**src/inc/pcbr_pkg.sv**
```systemverilog
// Constants, register map and carrier types of the two-slot card bridge.
// Assumes one 100 MHz system clock and a sampled ISA pin set.
package pcbr_pkg;
	// ***********************
	// Register map, per slot
	// ***********************
	localparam logic [5:0] R_ID = 6'h00;
	localparam logic [5:0] R_IFSTAT = 6'h01;
	localparam logic [5:0] R_PWR = 6'h02;
	localparam logic [5:0] R_IGC = 6'h03;
	localparam logic [5:0] R_CSC = 6'h04;
	localparam logic [5:0] R_CSCCFG = 6'h05;
	localparam logic [5:0] R_WINEN = 6'h06;
	localparam logic [5:0] R_IOCTL = 6'h07;
	localparam logic [5:0] R_IOWIN = 6'h08;
	localparam logic [5:0] R_MEMWIN = 6'h10;
	localparam logic [5:0] R_VCTL = 6'h17;
	localparam logic [5:0] R_GCTL = 6'h1E;
	localparam int IOWIN_STEP = 4;
	localparam int MEMWIN_STEP = 8;
	localparam logic [15:0] IO_INDEX = 16'h03E0;
	localparam logic [15:0] IO_DATA = 16'h03E1;
	localparam logic [7:0] REG_RESET = 8'h00;
	// Card pins lag two edges through the synchronisers
	localparam logic [1:0] SYNC_SETTLE = 2'h2;
	// ***********************
	// Field positions
	// ***********************
	localparam int IGC_ATTR = 4;
	localparam int IGC_IOMODE = 5;
	localparam int CFG_STS = 0;
	localparam int CFG_DET = 3;
	localparam int WIN_IO0 = 6;
	localparam int MSH_WS = 4;
	localparam int MSH_ZW = 6;
	localparam int MSH_16 = 7;
	localparam int OFH_ATTR = 6;
	localparam int IOC_16 = 0;
	localparam int IOC_SRC = 1;
	localparam int IOC_ZW = 2;
	localparam int IOC_WS = 3;
	localparam int VCTL_EN0 = 0;
	localparam int VCTL_EN1 = 1;
	localparam int PWR_V0 = 0;
	localparam int PWR_V1 = 1;
	localparam int GCTL_LEVEL = 1;
	localparam int IRQ_N = 16;
	typedef enum logic [1:0] {
		ST_IDLE = 2'b00,
		ST_WAIT = 2'b01,
		ST_CARD = 2'b10,
		ST_END = 2'b11
	} pcbr_state_t;
	typedef struct packed {
		logic casSel;
		logic [15:0] cdat;
		logic [15:0] sd;
		logic aen;
		logic iowN;
		logic iorN;
		logic memwN;
		logic memrN;
		logic sbheN;
		logic [23:0] addr;
	} pcbr_isa_t;
	typedef struct packed {
		logic cdA;
		logic cdB;
		logic vsA;
		logic vsB;
		logic bdA;
		logic bdB;
		logic rdy;
		logic wp;
		logic waitN;
	} pcbr_cardin_t;
	typedef struct packed {
		logic ce1N;
		logic ce2N;
		logic regN;
		logic oeN;
		logic weN;
		logic iordN;
		logic iowrN;
	} pcbr_cardout_t;
	localparam pcbr_cardout_t CARD_IDLE = 7'h7F;
endpackage : pcbr_pkg

```
**src/design/pcbr_bridge.sv**
```systemverilog
// ISA to two-slot card bridge: FIFO and top module.
// Assumes all pins are asynchronous to clk_sys and are synchronised here.
// What this block does
// - Supply enables follow voltage control bits
// - Programming voltage outputs follow power control
// - Attribute and common spaces, 64 MB each
// - Attribute select from control and offset bits
// - Memory window start, stop, offset, 4 KB
// - Five memory windows, each with enable
// - Byte-high strobe selects 8 or 16 bit
// - Memory card enables from A0 and size
// - I/O card enables from A0, IOIS16, control
// - Card wait holds channel ready low
// - Memory window wait states and zero-wait
// - I/O window wait states and zero-wait
// - Card I/O space only through windows
// - I/O window byte-granular start to stop
// - Two I/O windows, each with enable
// - I/O cycles: attribute low, own strobes
// - Index 00-3F slot A, 40-7F B
// - Cascade select moves indexes to 80-FF
// - Index port then data port access
// - Mode bit reassigns dual-purpose card pins
// - Detect, power and sense pins sampled
// - Memory-only status; I/O mode status change
// - Card interrupt steered to selected line
// - Interrupt lines active high, or inverted by level bit
`timescale 1ns/100ps
module pcbr_fifo #(
	parameter int WIDTH = 15,
	parameter int DEPTH = 4
) (
	input wire logic clk_sys,
	input wire logic rst_n,
	input wire logic inValid,
	output logic inReady,
	input wire logic [WIDTH-1:0] inData,
	output logic outValid,
	input wire logic outReady,
	output logic [WIDTH-1:0] outData
);
	localparam int AW = $clog2(DEPTH);
	logic [WIDTH-1:0] mem [DEPTH];
	logic [AW:0] wp, rp, next_wp, next_rp;
	logic push, pop;
	always_comb
	begin
		inReady = (wp - rp) != (AW+1)'(DEPTH);
		outValid = wp != rp;
		outData = mem[rp[AW-1:0]];
		push = inValid && inReady;
		pop = outValid && outReady;
		next_wp = push ? wp + 1'b1 : wp;
		next_rp = pop ? rp + 1'b1 : rp;
	end
	always_ff @(posedge clk_sys or negedge rst_n)
	begin
		if (!rst_n)
		begin
			wp <= '0;
			rp <= '0;
		end
		else
		begin
			wp <= next_wp;
			rp <= next_rp;
		end
	end
	always_ff @(posedge clk_sys)
	begin
		if (push)
			mem[wp[AW-1:0]] <= inData;
	end
endmodule : pcbr_fifo

module pcbr_bridge #(
	parameter logic [7:0] ID_VALUE = 8'h5A, // Arbitrary value
	parameter int FIFO_DEPTH = 4
) (
	input wire logic clk_sys,
	input wire logic rst_n,
	input wire pcbr_pkg::pcbr_isa_t isaPins,
	input wire pcbr_pkg::pcbr_cardin_t [1:0] cardIn,
	output logic [15:0] sdOut,
	output logic sdOe,
	output logic channelReadyOut,
	output logic zeroWaitOut_n,
	output pcbr_pkg::pcbr_cardout_t [1:0] cardCtl,
	output logic [25:0] cardAddr,
	output logic [15:0] cardDataOut,
	output logic cardDataOe,
	output logic [15:0] irqOut,
	output logic [1:0] cardSupplyEnable0,
	output logic [1:0] cardSupplyEnable1,
	output logic [1:0] progVoltageCtrl0,
	output logic [1:0] progVoltageCtrl1
);
	function automatic logic inWin(input logic [15:0] a, input logic [15:0] lo,
		input logic [15:0] hi);
		return (a >= lo) && (a <= hi);
	endfunction : inWin
	// Returns {ce2N, ce1N}
	function automatic logic [1:0] ceSel(input logic is16, input logic a0,
		input logic sbheN);
		if (!is16 || (sbheN && !a0))
			return 2'b10;
		if (a0)
			return 2'b01;
		return 2'b00;
	endfunction : ceSel
	// ***********************
	// Pin synchronisers
	// ***********************
	pcbr_pkg::pcbr_isa_t isaS1, isaS2;
	pcbr_pkg::pcbr_cardin_t [1:0] cardS1, cardS2;
	always_ff @(posedge clk_sys or negedge rst_n)
	begin
		if (!rst_n)
		begin
			isaS1 <= '1;
			isaS2 <= '1;
			cardS1 <= '1;
			cardS2 <= '1;
		end
		else
		begin
			isaS1 <= isaPins;
			isaS2 <= isaS1;
			cardS1 <= cardIn;
			cardS2 <= cardS1;
		end
	end
	// ***********************
	// Register file
	// ***********************
	logic [7:0] regs [128];
	logic regWe, popValid, popReady, pushValid, pushReady;
	logic [6:0] regWIdx;
	logic [7:0] regWData;
	logic [14:0] popData;
	pcbr_pkg::pcbr_state_t state, next_state;
	logic [7:0] index, next_index;
	always_comb
	begin
		popReady = (state != pcbr_pkg::ST_WAIT) && (state != pcbr_pkg::ST_CARD);
		regWe = popValid && popReady;
		regWIdx = popData[14:8];
		regWData = popData[7:0];
	end
	always_ff @(posedge clk_sys or negedge rst_n)
	begin
		if (!rst_n)
		begin
			for (int i = 0; i < 128; i++)
				regs[i] <= pcbr_pkg::REG_RESET;
		end
		else if (regWe)
			regs[regWIdx] <= regWData;
	end
	for (genvar s = 0; s < 2; s++)
	begin : g_pwr
		assign cardSupplyEnable0[s] = regs[{1'(s), pcbr_pkg::R_VCTL}][pcbr_pkg::VCTL_EN0];
		assign cardSupplyEnable1[s] = regs[{1'(s), pcbr_pkg::R_VCTL}][pcbr_pkg::VCTL_EN1];
		assign progVoltageCtrl0[s] = regs[{1'(s), pcbr_pkg::R_PWR}][pcbr_pkg::PWR_V0];
		assign progVoltageCtrl1[s] = regs[{1'(s), pcbr_pkg::R_PWR}][pcbr_pkg::PWR_V1];
	end
	// ***********************
	// Window decode
	// ***********************
	logic isMem, isIo, cmd, wr, rd, ownIdx, hitMem, hitIo, hitSlot, hitZw;
	logic [2:0] hitWin;
	logic [1:0] hitWs;
	logic [25:0] hitAddr;
	pcbr_pkg::pcbr_cardout_t hitCtl;
	always_comb
	begin
		logic [6:0] b;
		logic [13:0] off;
		logic [3:0] nib;
		logic [7:0] igc;
		b = '0;
		off = '0;
		nib = '0;
		igc = '0;
		isMem = !isaS2.memrN || !isaS2.memwN;
		isIo = (!isaS2.iorN || !isaS2.iowN) && !isaS2.aen;
		cmd = isMem || isIo;
		wr = !isaS2.memwN || !isaS2.iowN;
		rd = !isaS2.memrN || !isaS2.iorN;
		ownIdx = (index[7] == isaS2.casSel);
		hitMem = 1'b0;
		hitIo = 1'b0;
		hitSlot = 1'b0;
		hitWin = '0;
		hitWs = '0;
		hitZw = 1'b0;
		hitAddr = '0;
		hitCtl = pcbr_pkg::CARD_IDLE;
		for (int s = 0; s < 2; s++)
		begin
			igc = regs[7'(s * 64) + 7'(pcbr_pkg::R_IGC)];
			for (int w = 0; w < 5; w++)
			begin
				b = 7'(s * 64 + pcbr_pkg::R_MEMWIN + pcbr_pkg::MEMWIN_STEP * w);
				if (isMem && !hitMem && regs[7'(s * 64) + 7'(pcbr_pkg::R_WINEN)][w]
					&& inWin({4'h0, isaS2.addr[23:12]}, {4'h0, regs[b + 7'd1][3:0], regs[b]},
					{4'h0, regs[b + 7'd3][3:0], regs[b + 7'd2]}))
				begin
					hitMem = 1'b1;
					hitSlot = s[0];
					hitWin = w[2:0];
					off = {regs[b + 7'd5][5:0], regs[b + 7'd4]};
					hitAddr = {14'(isaS2.addr[23:12] + off), isaS2.addr[11:0]};
					hitWs = regs[b + 7'd1][pcbr_pkg::MSH_WS +: 2];
					hitZw = regs[b + 7'd1][pcbr_pkg::MSH_ZW];
					{hitCtl.ce2N, hitCtl.ce1N} = ceSel(regs[b + 7'd1][pcbr_pkg::MSH_16],
						isaS2.addr[0], isaS2.sbheN);
					hitCtl.regN = !(regs[b + 7'd5][pcbr_pkg::OFH_ATTR]
						&& igc[pcbr_pkg::IGC_ATTR]);
					hitCtl.oeN = isaS2.memrN;
					hitCtl.weN = isaS2.memwN;
				end
			end
			for (int w = 0; w < 2; w++)
			begin
				b = 7'(s * 64 + pcbr_pkg::R_IOWIN + pcbr_pkg::IOWIN_STEP * w);
				nib = regs[7'(s * 64) + 7'(pcbr_pkg::R_IOCTL)][4 * w +: 4];
				if (isIo && !hitMem && !hitIo
					&& regs[7'(s * 64) + 7'(pcbr_pkg::R_WINEN)][pcbr_pkg::WIN_IO0 + w]
					&& inWin(isaS2.addr[15:0], {regs[b + 7'd1], regs[b]},
					{regs[b + 7'd3], regs[b + 7'd2]}))
				begin
					hitIo = 1'b1;
					hitSlot = s[0];
					hitWin = 3'(5 + w);
					hitAddr = {10'h000, isaS2.addr[15:0]};
					hitWs = {1'b0, nib[pcbr_pkg::IOC_WS]};
					hitZw = nib[pcbr_pkg::IOC_ZW];
					{hitCtl.ce2N, hitCtl.ce1N} = ceSel(nib[pcbr_pkg::IOC_SRC] ? !cardS2[s].wp
						: nib[pcbr_pkg::IOC_16], isaS2.addr[0], isaS2.sbheN);
					hitCtl.regN = 1'b0;
					hitCtl.iordN = isaS2.iorN;
					hitCtl.iowrN = isaS2.iowN;
				end
			end
		end
	end
	// ***********************
	// Register read data
	// ***********************
	logic [7:0] rdData;
	logic [1:0][7:0] ifStat;
	logic [1:0][1:0] cscFlag, cscSet, next_csc;
	always_comb
	begin
		logic s;
		s = index[6];
		case (index[5:0])
			pcbr_pkg::R_ID: rdData = ID_VALUE;
			pcbr_pkg::R_IFSTAT: rdData = ifStat[s];
			pcbr_pkg::R_CSC: rdData = {4'h0, cscFlag[s][1], 2'b00, cscFlag[s][0]};
			pcbr_pkg::R_VCTL: rdData = {2'b00, cardS2[s].vsB, cardS2[s].vsA,
				regs[index[6:0]][3:0]};
			default: rdData = regs[index[6:0]];
		endcase
	end
	// ***********************
	// Status change and interrupts
	// ***********************
	logic [1:0] prevCd, prevSts, next_prevCd, next_prevSts;
	logic [15:0] next_irq;
	always_comb
	begin
		logic [15:0] req;
		logic io;
		logic [7:0] cfg, igc;
		req = '0;
		io = 1'b0;
		cfg = '0;
		igc = '0;
		for (int s = 0; s < 2; s++)
		begin
			igc = regs[7'(s * 64) + 7'(pcbr_pkg::R_IGC)];
			cfg = regs[7'(s * 64) + 7'(pcbr_pkg::R_CSCCFG)];
			io = igc[pcbr_pkg::IGC_IOMODE];
			next_prevCd[s] = !cardS2[s].cdA && !cardS2[s].cdB;
			next_prevSts[s] = io && !cardS2[s].bdA;
			ifStat[s] = {|{cardSupplyEnable0[s], cardSupplyEnable1[s]},
				io ? 3'b000 : {cardS2[s].rdy, cardS2[s].wp, 1'b0},
				!cardS2[s].cdB, !cardS2[s].cdA,
				io ? 1'b0 : cardS2[s].bdB, io ? !cardS2[s].bdA : cardS2[s].bdA};
			cscSet[s] = {next_prevCd[s] != prevCd[s], next_prevSts[s] && !prevSts[s]};
			for (int k = 0; k < 2; k++)
				next_csc[s][k] = cscSet[s][k] || (cscFlag[s][k] && !(regWe
					&& regWIdx == {s[0], pcbr_pkg::R_CSC} && regWData[k * 3]));
			if ((cscFlag[s][1] && cfg[pcbr_pkg::CFG_DET])
				|| (cscFlag[s][0] && cfg[pcbr_pkg::CFG_STS]))
				req[cfg[7:4]] = 1'b1;
			if (io && !cardS2[s].rdy)
				req[igc[3:0]] = 1'b1;
		end
		req[0] = 1'b0;
		next_irq = regs[7'(pcbr_pkg::R_GCTL)][pcbr_pkg::GCTL_LEVEL] ? ~req : req;
	end
	always_ff @(posedge clk_sys or negedge rst_n)
	begin
		if (!rst_n)
		begin
			prevCd <= '0;
			prevSts <= '0;
			cscFlag <= '0;
			irqOut <= '0;
		end
		else
		begin
			prevCd <= next_prevCd;
			prevSts <= next_prevSts;
			cscFlag <= next_csc;
			irqOut <= next_irq;
		end
	end
	// ***********************
	// Cycle engine
	// ***********************
	logic [1:0] waitCnt, next_waitCnt;
	logic curSlot, next_slot, next_chRdy, next_zwN, next_sdOe, next_cDatOe;
	logic [15:0] next_sdOut, next_cDat;
	logic [25:0] next_cAddr;
	pcbr_pkg::pcbr_cardout_t [1:0] next_ctl;
	pcbr_fifo #(.WIDTH(15), .DEPTH(FIFO_DEPTH)) u_wrq (
		.clk_sys(clk_sys),
		.rst_n(rst_n),
		.inValid(pushValid),
		.inReady(pushReady),
		.inData({index[6:0], isaS2.sd[7:0]}),
		.outValid(popValid),
		.outReady(popReady),
		.outData(popData)
	);
	always_comb
	begin
		next_state = state;
		next_index = index;
		next_waitCnt = waitCnt;
		next_slot = curSlot;
		next_chRdy = channelReadyOut;
		next_zwN = zeroWaitOut_n;
		next_sdOut = sdOut;
		next_sdOe = sdOe;
		next_ctl = cardCtl;
		next_cAddr = cardAddr;
		next_cDat = cardDataOut;
		next_cDatOe = cardDataOe;
		pushValid = 1'b0;
		case (state)
			pcbr_pkg::ST_IDLE:
				if (cmd)
				begin
					if (isIo && isaS2.addr[15:0] == pcbr_pkg::IO_INDEX)
					begin
						if (rd)
						begin
							next_sdOut = {8'h00, index};
							next_sdOe = 1'b1;
						end
						else
							next_index = isaS2.sd[7:0];
						next_state = pcbr_pkg::ST_END;
					end
					else if (isIo && isaS2.addr[15:0] == pcbr_pkg::IO_DATA && ownIdx)
					begin
						if (wr)
						begin
							pushValid = 1'b1;
							next_chRdy = pushReady;
							if (pushReady)
								next_state = pcbr_pkg::ST_END;
						end
						else if (popValid)
							next_chRdy = 1'b0;
						else
						begin
							next_sdOut = {8'h00, rdData};
							next_sdOe = 1'b1;
							next_chRdy = 1'b1;
							next_state = pcbr_pkg::ST_END;
						end
					end
					else if (hitMem || hitIo)
					begin
						next_slot = hitSlot;
						next_waitCnt = hitWs;
						next_chRdy = hitZw && hitWs == 2'b00;
						next_zwN = !hitZw;
						next_cAddr = hitAddr;
						next_ctl[hitSlot] = hitCtl;
						next_cDat = isaS2.sd;
						next_cDatOe = wr;
						next_state = pcbr_pkg::ST_WAIT;
					end
					else
						next_state = pcbr_pkg::ST_END;
				end
			pcbr_pkg::ST_WAIT:
				if (waitCnt == 2'b00)
				begin
					next_waitCnt = pcbr_pkg::SYNC_SETTLE;
					next_state = pcbr_pkg::ST_CARD;
				end
				else
				begin
					next_chRdy = 1'b0;
					next_waitCnt = waitCnt - 2'b01;
				end
			pcbr_pkg::ST_CARD:
				if (!cardS2[curSlot].waitN)
					next_chRdy = 1'b0;
				else if (waitCnt != 2'b00)
					// Card wait and data are trusted only once the pin lag has passed
					next_waitCnt = waitCnt - 2'b01;
				else
				begin
					next_chRdy = 1'b1;
					next_sdOut = isaS2.cdat;
					next_sdOe = rd;
					next_state = pcbr_pkg::ST_END;
				end
			pcbr_pkg::ST_END:
				if (!cmd)
				begin
					next_ctl = {pcbr_pkg::CARD_IDLE, pcbr_pkg::CARD_IDLE};
					next_sdOe = 1'b0;
					next_cDatOe = 1'b0;
					next_zwN = 1'b1;
					next_chRdy = 1'b1;
					next_state = pcbr_pkg::ST_IDLE;
				end
			default: next_state = pcbr_pkg::ST_IDLE;
		endcase
	end
	always_ff @(posedge clk_sys or negedge rst_n)
	begin
		if (!rst_n)
		begin
			state <= pcbr_pkg::ST_IDLE;
			index <= '0;
			waitCnt <= '0;
			curSlot <= 1'b0;
			channelReadyOut <= 1'b1;
			zeroWaitOut_n <= 1'b1;
			sdOut <= '0;
			sdOe <= 1'b0;
			cardCtl <= {pcbr_pkg::CARD_IDLE, pcbr_pkg::CARD_IDLE};
			cardAddr <= '0;
			cardDataOut <= '0;
			cardDataOe <= 1'b0;
		end
		else
		begin
			state <= next_state;
			index <= next_index;
			waitCnt <= next_waitCnt;
			curSlot <= next_slot;
			channelReadyOut <= next_chRdy;
			zeroWaitOut_n <= next_zwN;
			sdOut <= next_sdOut;
			sdOe <= next_sdOe;
			cardCtl <= next_ctl;
			cardAddr <= next_cAddr;
			cardDataOut <= next_cDat;
			cardDataOe <= next_cDatOe;
		end
	end
endmodule : pcbr_bridge

```
**config.mk**
```make
export PLATFORM = sky130hd
export DESIGN_NAME = pcbr_bridge
export DESIGN_NICKNAME = d
export VERILOG_FILES = /design/src/inc/pcbr_pkg.sv /design/src/design/pcbr_bridge.sv
export SDC_FILE = /design/constraint.sdc
export NUM_CORES = 2
export LEC_CHECK = 0
export BUFFER_PORTS_ARGS = -buffer_cell sky130_fd_sc_hd__buf_2
export CORE_UTILIZATION = 45
export CTS_CLUSTER_SIZE = 24
export DETAILED_ROUTE_END_ITERATION = 6
export GPL_TIMING_DRIVEN = 0
export PLACE_DENSITY = 0.72
export SYNTH_ARGS = -nofsm -noshare
export SYNTH_HDL_FRONTEND = slang
export SYNTH_SLANG_ARGS = --single-unit
```
**constraint.sdc**
```tcl
create_clock -name clk_sys -period 10.1 [get_ports clk_sys]
set_clock_uncertainty 0.1 [all_clocks]
set_input_delay 1.515 -clock clk_sys [delete_from_list [all_inputs] [get_ports clk_sys]]
set_output_delay 1.515 -clock clk_sys [all_outputs]
set_load 0.02 [all_outputs]
```
=== Word level (Yosys, flattened, before mapping) ===
Memory sizes are Yosys's and may differ from the RTL's.
Cells that the tools add are included.

* Logic and storage cells: 834
* Bits in registers: 1305
* Output and inout bits: 100
* Input port bits: 83
* Bits in read-only memories: 0
* Memories kept: 1
* Bits in latches: 0
* Bits in writable memories: 60

* Reduce and logical (&&, ||, !) cells: 208
* Shift operators: 0
* $mul: 0
* $add $sub $neg: 14
* Eq/ne operators: 35
* Muxes and demuxes: 308
* Bitwise gates (word level): 9
* Div/mod/pow operators: 0
* Magnitude comparators: 43

{| class="wikitable"
|+ Memories
! name !! depth !! bits a word !! rd ports !! clocked after Yosys merged registers in !! write ports !! line !! text
|-
| u_wrq.mem || 4 || 15 || 1 || 0 || 1 || pcbr_bridge.sv:43 || <nowiki>logic [WIDTH-1:0] mem [DEPTH];</nowiki>
|}

{| class="wikitable"
|+ Operators by type and width
! cell !! count
|-
| 1024-bit bitwise mux || 1
|-
| 26-bit two-way mux || 14
|-
| 16-bit two-way mux || 13
|-
| 2-bit two-way mux || 94
|-
| 12-bit by 14-bit adder with 14-bit output || 10
|-
| 1-bit two-way mux || 140
|-
| 12-bit >= comparator || 10
|-
| 12-bit less-or-equal comparator || 10
|-
| 1-bit logical AND || 103
|-
| 14-bit two-way mux || 5
|-
| 16-bit >= comparator || 4
|-
| 16-bit less-or-equal comparator || 4
|-
| 1-bit logical NOT || 60
|-
| 8-bit binary-select mux with 7-bit select || 1
|-
| 8-bit demux with 7-bit select || 1
|-
| 5-bit two-way mux || 10
|-
| 16-bit OR || 3
|-
| 8-bit two-way mux || 5
|-
| 16-bit by 10-bit == test with 1-bit output, second input constant || 2
|-
| 16-bit case mux with 2 select lines || 1
|-
| 8-bit case mux with 4 select lines || 1
|-
| 14-bit case mux with 2 select lines || 1
|-
| 1-bit logical OR || 26
|-
| 2-bit != test, second input constant || 11
|-
| other kinds (46) || 87
|}

=== Depth between registers and ports, before layout ===
* Depth in word-level cells: 72
* Depth in mapped cells: 17
* Gate-level depth less buffers: 15

=== Hierarchy ===
A second synthesis with hierarchy kept.

* Cells, all modules: 6026
* Area, all modules: 75063.2 um^2

{| class="wikitable"
|+ By module, submodules not included
! module !! area each (um^2) !! cells an instance !! instances !! seq. area each (um^2)
|-
| pcbr_bridge || 72474.5 || 5911 || 1 || 32728.9
|-
| pcbr_fifo || 2588.7 || 115 || 1 || 1951.9
|}

=== Worst setup path before layout ===
Ideal clock, no wire load.

* Path type: reg-to-reg
* Start point: reg isaS2[12] in the netlist's numbering
* End point: reg cardAddr[0]
* Buffers on the path: 3
* Data arrival time: 4159 ps
* Clock period less this slack: 4383 ps
* Setup time: 125 ps
* Stages on the path, launching flop included: 16
* Path slack: 5717 ps
* Required time: 9875 ps
* Cells stage by stage: dfstp_2 > inv_1 > ha_1 > nand2b_1 > nand3_1 > a21oi_1 > o31ai_1 > o22ai_1 > or4_4 > buf_6 > nor4_4 > and3_1 > o31a_1 > buf_6 > buf_2 > mux2_2

* Cells in the longest elaborated chain, start to end: 62
* Elaborated cells between the ends (all ways): 133
* Those cells by class: order compare (28); eq/ne (2); mux (28); bitwise (2); reduce/logical (73)

{| class="wikitable"
|+ Ends and longest elaborated chain
! element !! line !! text
|-
| start, declared || pcbr_bridge.sv:114 || <nowiki>pcbr_pkg::pcbr_isa_t isaS1, isaS2;</nowiki>
|-
| start signal, assigned || pcbr_bridge.sv:128 || <nowiki>isaS2 <= isaS1;</nowiki>
|-
| 12-bit >= comparator / 12-bit less-or-equal comparator (equally long branches) || pcbr_bridge.sv:100 || <nowiki>return (a >= lo) && (a <= hi);</nowiki>
|-
| 1-bit logical AND || pcbr_bridge.sv:100 ||
|-
| 1-bit logical AND || pcbr_bridge.sv:206 || <nowiki>&& inWin({4'h0, isaS2.addr[23:12]}, {4'h0, regs[b + 7'd1][3:0], regs[b]},</nowiki>
|-
| 1-bit two-way mux || pcbr_bridge.sv:205 || <nowiki>if (isMem && !hitMem && regs[7'(s * 64) + 7'(pcbr_pkg::R_WINEN)][w]</nowiki>
|-
| 1-bit logical NOT || pcbr_bridge.sv:205 ||
|-
| 1-bit logical AND (2 in series) || pcbr_bridge.sv:205 ||
|-
| 1-bit logical AND || pcbr_bridge.sv:206 ||
|-
| 1-bit two-way mux || pcbr_bridge.sv:205 ||
|-
| (+45 left out) || -- ||
|-
| 1-bit two-way mux || pcbr_bridge.sv:228 || <nowiki>if (isIo && !hitMem && !hitIo</nowiki>
|-
| 1-bit logical NOT || pcbr_bridge.sv:228 ||
|-
| 1-bit logical AND || pcbr_bridge.sv:228 ||
|-
| 1-bit logical AND || pcbr_bridge.sv:229 || <nowiki>&& regs[7'(s * 64) + 7'(pcbr_pkg::R_WINEN)][pcbr_pkg::WIN_IO0 + w]</nowiki>
|-
| 1-bit logical AND || pcbr_bridge.sv:230 || <nowiki>&& inWin(isaS2.addr[15:0], {regs[b + 7'd1], regs[b]},</nowiki>
|-
| 1-bit two-way mux || pcbr_bridge.sv:228 ||
|-
| 1-bit logical OR || pcbr_bridge.sv:389 || <nowiki>else if (hitMem || hitIo)</nowiki>
|-
| 5-bit AND reduction (no source line) || -- ||
|-
| end signal, assigned || pcbr_bridge.sv:469 || <nowiki>cardAddr <= next_cAddr;</nowiki>
|-
| end, declared || pcbr_bridge.sv:89 || <nowiki>output logic [25:0] cardAddr,</nowiki>
|}

Several ways; a longest one is shown, not always the timed one.
A chain may end at the register's enable or synchronous reset.

=== Worst setup path after layout ===
* Start point: reg isaS2[12] in the netlist's numbering
* End point: reg channelReadyOut

* Cells in the longest elaborated chain, start to end: 67
* Elaborated cells between the ends (all ways): 154
* Those cells by class: order compare (28); eq/ne (4); mux (47); reduce/logical (75)

{| class="wikitable"
|+ Ends and longest elaborated chain
! element !! line !! text
|-
| 12-bit >= comparator / 12-bit less-or-equal comparator (equally long branches) || pcbr_bridge.sv:100 ||
|-
| 1-bit logical AND || pcbr_bridge.sv:100 ||
|-
| 1-bit logical AND || pcbr_bridge.sv:206 ||
|-
| 1-bit two-way mux || pcbr_bridge.sv:205 ||
|-
| 1-bit logical NOT || pcbr_bridge.sv:205 ||
|-
| 1-bit logical AND (2 in series) || pcbr_bridge.sv:205 ||
|-
| 1-bit logical AND || pcbr_bridge.sv:206 ||
|-
| 1-bit two-way mux || pcbr_bridge.sv:205 ||
|-
| (+50 left out) || -- ||
|-
| 2-bit two-way mux || pcbr_bridge.sv:228 ||
|-
| 2-bit logical NOT || pcbr_bridge.sv:393 || <nowiki>next_chRdy = hitZw && hitWs == 2'b00;</nowiki>
|-
| 1-bit logical AND || pcbr_bridge.sv:393 ||
|-
| 1-bit two-way mux || pcbr_bridge.sv:389 ||
|-
| 1-bit two-way mux || pcbr_bridge.sv:370 || <nowiki>else if (isIo && isaS2.addr[15:0] == pcbr_pkg::IO_DATA && ownIdx)</nowiki>
|-
| 1-bit two-way mux || pcbr_bridge.sv:359 || <nowiki>if (isIo && isaS2.addr[15:0] == pcbr_pkg::IO_INDEX)</nowiki>
|-
| 1-bit two-way mux || pcbr_bridge.sv:357 || <nowiki>if (cmd)</nowiki>
|-
| 1-bit case mux with 4 select lines || pcbr_bridge.sv:355 || <nowiki>case (state)</nowiki>
|-
| end signal, assigned || pcbr_bridge.sv:464 || <nowiki>channelReadyOut <= next_chRdy;</nowiki>
|-
| end, declared || pcbr_bridge.sv:86 || <nowiki>output logic channelReadyOut,</nowiki>
|}

Several ways; a longest one is shown, not always the timed one. The select of a mux whose other input is x is not followed.

==> metrics.csv <==
stage,metric,value,unit
critical_path,cp.arrival,8.28,ns
placed_design,pre_cts_slack,3.03,ns
route,top_layer,met5,
route,drt_iter0_drc,8582,
placed_design,dpl.hpwl,220000,µm
placed_design,port_buffers,182,
sta,finalHoldViolCount,0,
synth,synth-xor-area-share,0.0147,
route,drt-wirelength-per-cell,33.2,µm
clock_tree,cts_resized,0,
clock_tree,cts_buffer_depth,3,
critical_path,endpoint_kind,flop,
floorplan,die_x,407,µm
placed_design,place_inst,8955,
clock_tree,clock_latency,0.87,ns
floorplan,rows,148,
floorplan,initial_core_util,0.453,
power_and_ir_drop,ir_drop,187,µV
synth,yosysUniqueCellTypes,93,
clock_tree,cts_max_level,4,
floorplan,core,163000,µm²
synth,synthAdderAreaFrac,0.0882,
critical_path,cp_data_required_time,10.78,ns
sta,setup_slack,2.51,ns
clock_tree,cts_hold_buf,0,
grt,grt_max_degree,177,
synth,syn_area,73600,µm²
status,violations,"DRC, capacitance limit, slew limit",
power_and_ir_drop,p_clk_frac,0.281,
grt,grt_pass1_vias,58479,
layout,drive_above_1_share,0.220,
clock_tree,cts_setup_buffers,0,
route,antenna_left,0,
synth,ys_seq_area_frac,0.471,
route,dr_wl_met3,46100,µm
sta,period_share,0.752,
power_and_ir_drop,p_sw_frac,0.408,
critical_path,path_max_fanout,22,
route,first_pass_iters,7,
synth,synth_area_leaders,"dfrtp_1 (38%), mux4_2 (10%), ha_1 (8.5%)",
power_and_ir_drop,switchingPower,8.61,mW
sta,setup_tns,0,ns
synth,synth-edff-count,60,
floorplan,chipHeight,407,µm
layout,fillers,14307,
critical_path,critical_path_class,flop to flop,
clock_tree,clock-sinks,1365,
sta,setup_violations,0,
floorplan,fp.dieArea,165000,µm²
power_and_ir_drop,combinationalPowerShare,0.346,
power_and_ir_drop,power.density,254,nW/µm²
synth,synthArstFlopShare,0.956,
grt,grt_pass1_wl,431000,µm
min_path,hp-class,flop to flop,
critical_path,critPathSlowestCell,dfstp_2,
synth,synthesis.area_per_instance,11.2,µm²
clock_tree,cts_tree,done,
synth,synth.net_count,7177,
floorplan,pin_count,183,
grt,grtUsageTotal,0.374,
critical_path,worstPathCellList,inv_2 > ha_1 > nand2b_1 > nand3_1 > a21oi_1 > o31ai_1 > o22ai_1 > nor4_2 > clkbuf_1 > nand2_1 > o21ai_0 > o22ai_1 > a211oi_2 > nand4_1 > a211oi_2,
power_and_ir_drop,p_seq_frac,0.373,
synth,synth_top_family_by_area,multiplexers,
synth,yosys.area.top_type_share,0.383,
flow_run,max-cap-violations,18,
status,outcome,finished with violations,
clock_tree,clk_pin_slew,0.06,ns
synth,yosysTopAreaCell,dfrtp_1,
sta,rsz0062_at_grt,no,
synth,ys.flop_type,dfrtp_1,
power_and_ir_drop,finalPower,21.1,mW
synth,ys_warn_count,0,
synth,syn_inst,6581,
critical_path,max_stage_delay,1.26,ns
sta,tightest_slew,1.73,ns
layout,nets,7530,
sta,min_period,7.59,ns
critical_path,worstSetupStartpointType,flop,
power_and_ir_drop,p_leak,36.1,nW
sta,max_freq,132,MHz
route,wl,308000,µm
sta,finalMaxSlewViolations,226,
route,route.met2.wl,124000,µm
route,vias_per_cell,6.56,
grt,antenna_found_initial,34,
sta,max-slew-margin-rel,-0.153,
placed_design,routabilityCongestion,1.08,
synth,synth_mux_area_frac,0.177,
layout,area_growth,13.0,%
route,wl_met1,111000,µm
clock_tree,numCtsBuffers,149,
grt,grt_overflow,0,
route,vias,60702,
route,drc,5,
clock_tree,cts-root-buf,clkbuf_16,
synth,synth-compound-area-share,0.115,
power_and_ir_drop,power.internal,12.5,mW
synth,synth_seq_cells,1365,
synth,yosys.area_share.simple,0.0930,
layout,layout.cells.non_filler,9255,
-- power by group through the flow --
stage	Clock, mW	Sequential [mW]	Combinational (mW)
detailed placement	0	7.88	6.87
finish	5.93	7.88	7.31
CTS	5.92	7.79	6.93
global placement	0	7.84	6.67
floorplan	0	7.54	3.85
global route	6.13	7.95	7.60
-- registers in the layout, summed over array words and instances (netlist names), 16 cells and up --
name,flops
regs,1016
isaS1,63
isaS2,63
u_wrq.mem,60
cardAddr,26
cardS1,18
cardS2,18
cardDataOut,16
irqOut,16
sdOut,16
-- through the flow --
| step | util | hold WS, ns | cell area [µm²] |
|---|---|---|---|
| finish | 0.512 | 0.252 | 83200 |
| global route | 0.512 | 0.255 | 83200 |
| CTS | 0.511 | 0.250 | 83100 |
| detailed placement | 0.478 | 0.247 | 77800 |
| global placement | 0.475 | 0.246 | 77300 |
| floorplan | - | 0.245 | 73600 |
-- critical path, delay by kind of cell (launching register included) --
| kind | cells | cell delay [ns] |
|---|---|---|
| AOI/OAI and AO/OA | 7 | 2.47 |
| DFF | 1 | 1.26 |
| buffers and inverters | 2 | 1.15 |
| and+or+nand+nor | 5 | 2.08 |
| adders and majority gates | 1 | 0.44 |
-- per-layer routing --
layer,track usage,vias to the layer above
met3,0.161,1262
li1,-,24446
met4,0.259,30
met1,0.471,30322
met2,0.514,4642
met5,0.00684,-
-- worst paths after layout --
path | depth (start not counted) | to | startpoint | slack [ns]
max in group asynchronous | 3 | cardDataOut[4]$_DFFE_PN0P_ | rst_n | 7.48
hold reg to reg | 0 | isaS2[45]$_DFF_PN1_ | isaS1[45]$_DFF_PN1_ | 0.25
setup / recovery | 15 | channelReadyOut$_DFFE_PN1P_ | isaS2[12]$_DFF_PN1_ | 2.51
setup reg to reg | 15 | channelReadyOut$_DFFE_PN1P_ | isaS2[12]$_DFF_PN1_ | 2.51
min in group asynchronous | 1 | regs[867]$_DFFE_PN0P_ | rst_n | 0.47
hold / removal | 0 | isaS2[45]$_DFF_PN1_ | isaS1[45]$_DFF_PN1_ | 0.25
-- layout by cell type (no fill, tap or decap), types with 23 or more instances in the layout --
cell / Yosys / layout
clkbuf_2: 1 / 23
o21a_1: 35 / 35
a211oi_1: 33 / 33
nand3_1: 70 / 70
a21o_1: 74 / 74
a31oi_1: 30 / 30
edfxtp_1: 60 / 60
clkbuf_1: 265 / 269
nor2b_1: 59 / 59
dfstp_2: 178 / 175
clkbuf_8: 0 / 31
nand2_1: 883 / 883
a22oi_1: 25 / 25
buf_2: 29 / 226
a221oi_1: 26 / 26
xnor2_1: 80 / 80
xor2_1: 44 / 44
o21ai_0: 785 / 783
mux4_2: 327 / 327
nand2b_1: 47 / 47
mux2_2: 476 / 476
dfrtp_1: 1127 / 1127
nor2_1: 217 / 217
o211ai_1: 30 / 30
ha_1: 503 / 503
a21oi_1: 195 / 195
and3_1: 34 / 34
nor3_1: 62 / 61
inv_1: 433 / 432
nand4_1: 59 / 59
clkbuf_16: 0 / 151
-- synthesized netlist by cell type, types with 13 or more instances --
library cell,count
nand2b_1,47
mux2_2,476
a31oi_1,30
and3_1,34
a21o_1,74
buf_1,32
nor2_1,217
a211oi_1,33
ha_1,503
nand4_1,59
mux4_2,327
inv_1,433
dfrtp_1,1127
nor4_1,17
o21ai_0,785
dfstp_2,178
o211ai_1,30
xor2_1,44
nor2b_1,59
nor3_1,62
a22oi_1,25
a2111oi_0,15
xnor2_1,80
clkbuf_1,265
o22ai_1,20
nand2_1,883
mux2i_1,22
buf_2,29
or3_1,18
a21oi_1,195
nand3_1,70
o21a_1,35
and2_1,20
nor3b_1,13
a221oi_1,26
edfxtp_1,60
-- cells by family (layout without fill, tap and decap cells) --
family,Yosys count,after routing
flip-flops,1365,1365
other,0,21
XOR/XNOR,124,124
adder cells (fa/ha/maj),513,513
buffers and inverters,776,1254
AND/OR/NAND/NOR,1542,1542
AO/OA/AOI/OAI,1427,1427
multiplexers,834,834
-- cell type report --
type / instances / area [µm²] / share of cell area
clock inverter: 71 / 1080 / 0.0130
sequential: 1365 / 34700 / 0.417
antenna: 21 / 52.6 / 0.000631
clock buffer: 205 / 4290 / 0.0516
inverter: 436 / 1640 / 0.0197
buffer: 340 / 1420 / 0.0170
timing repair buffer: 202 / 1370 / 0.0164
tap: 2175 / 2720 / 0.0327
multi-input combinational: 4440 / 36000 / 0.432
(Power assumes the default switching activity.)
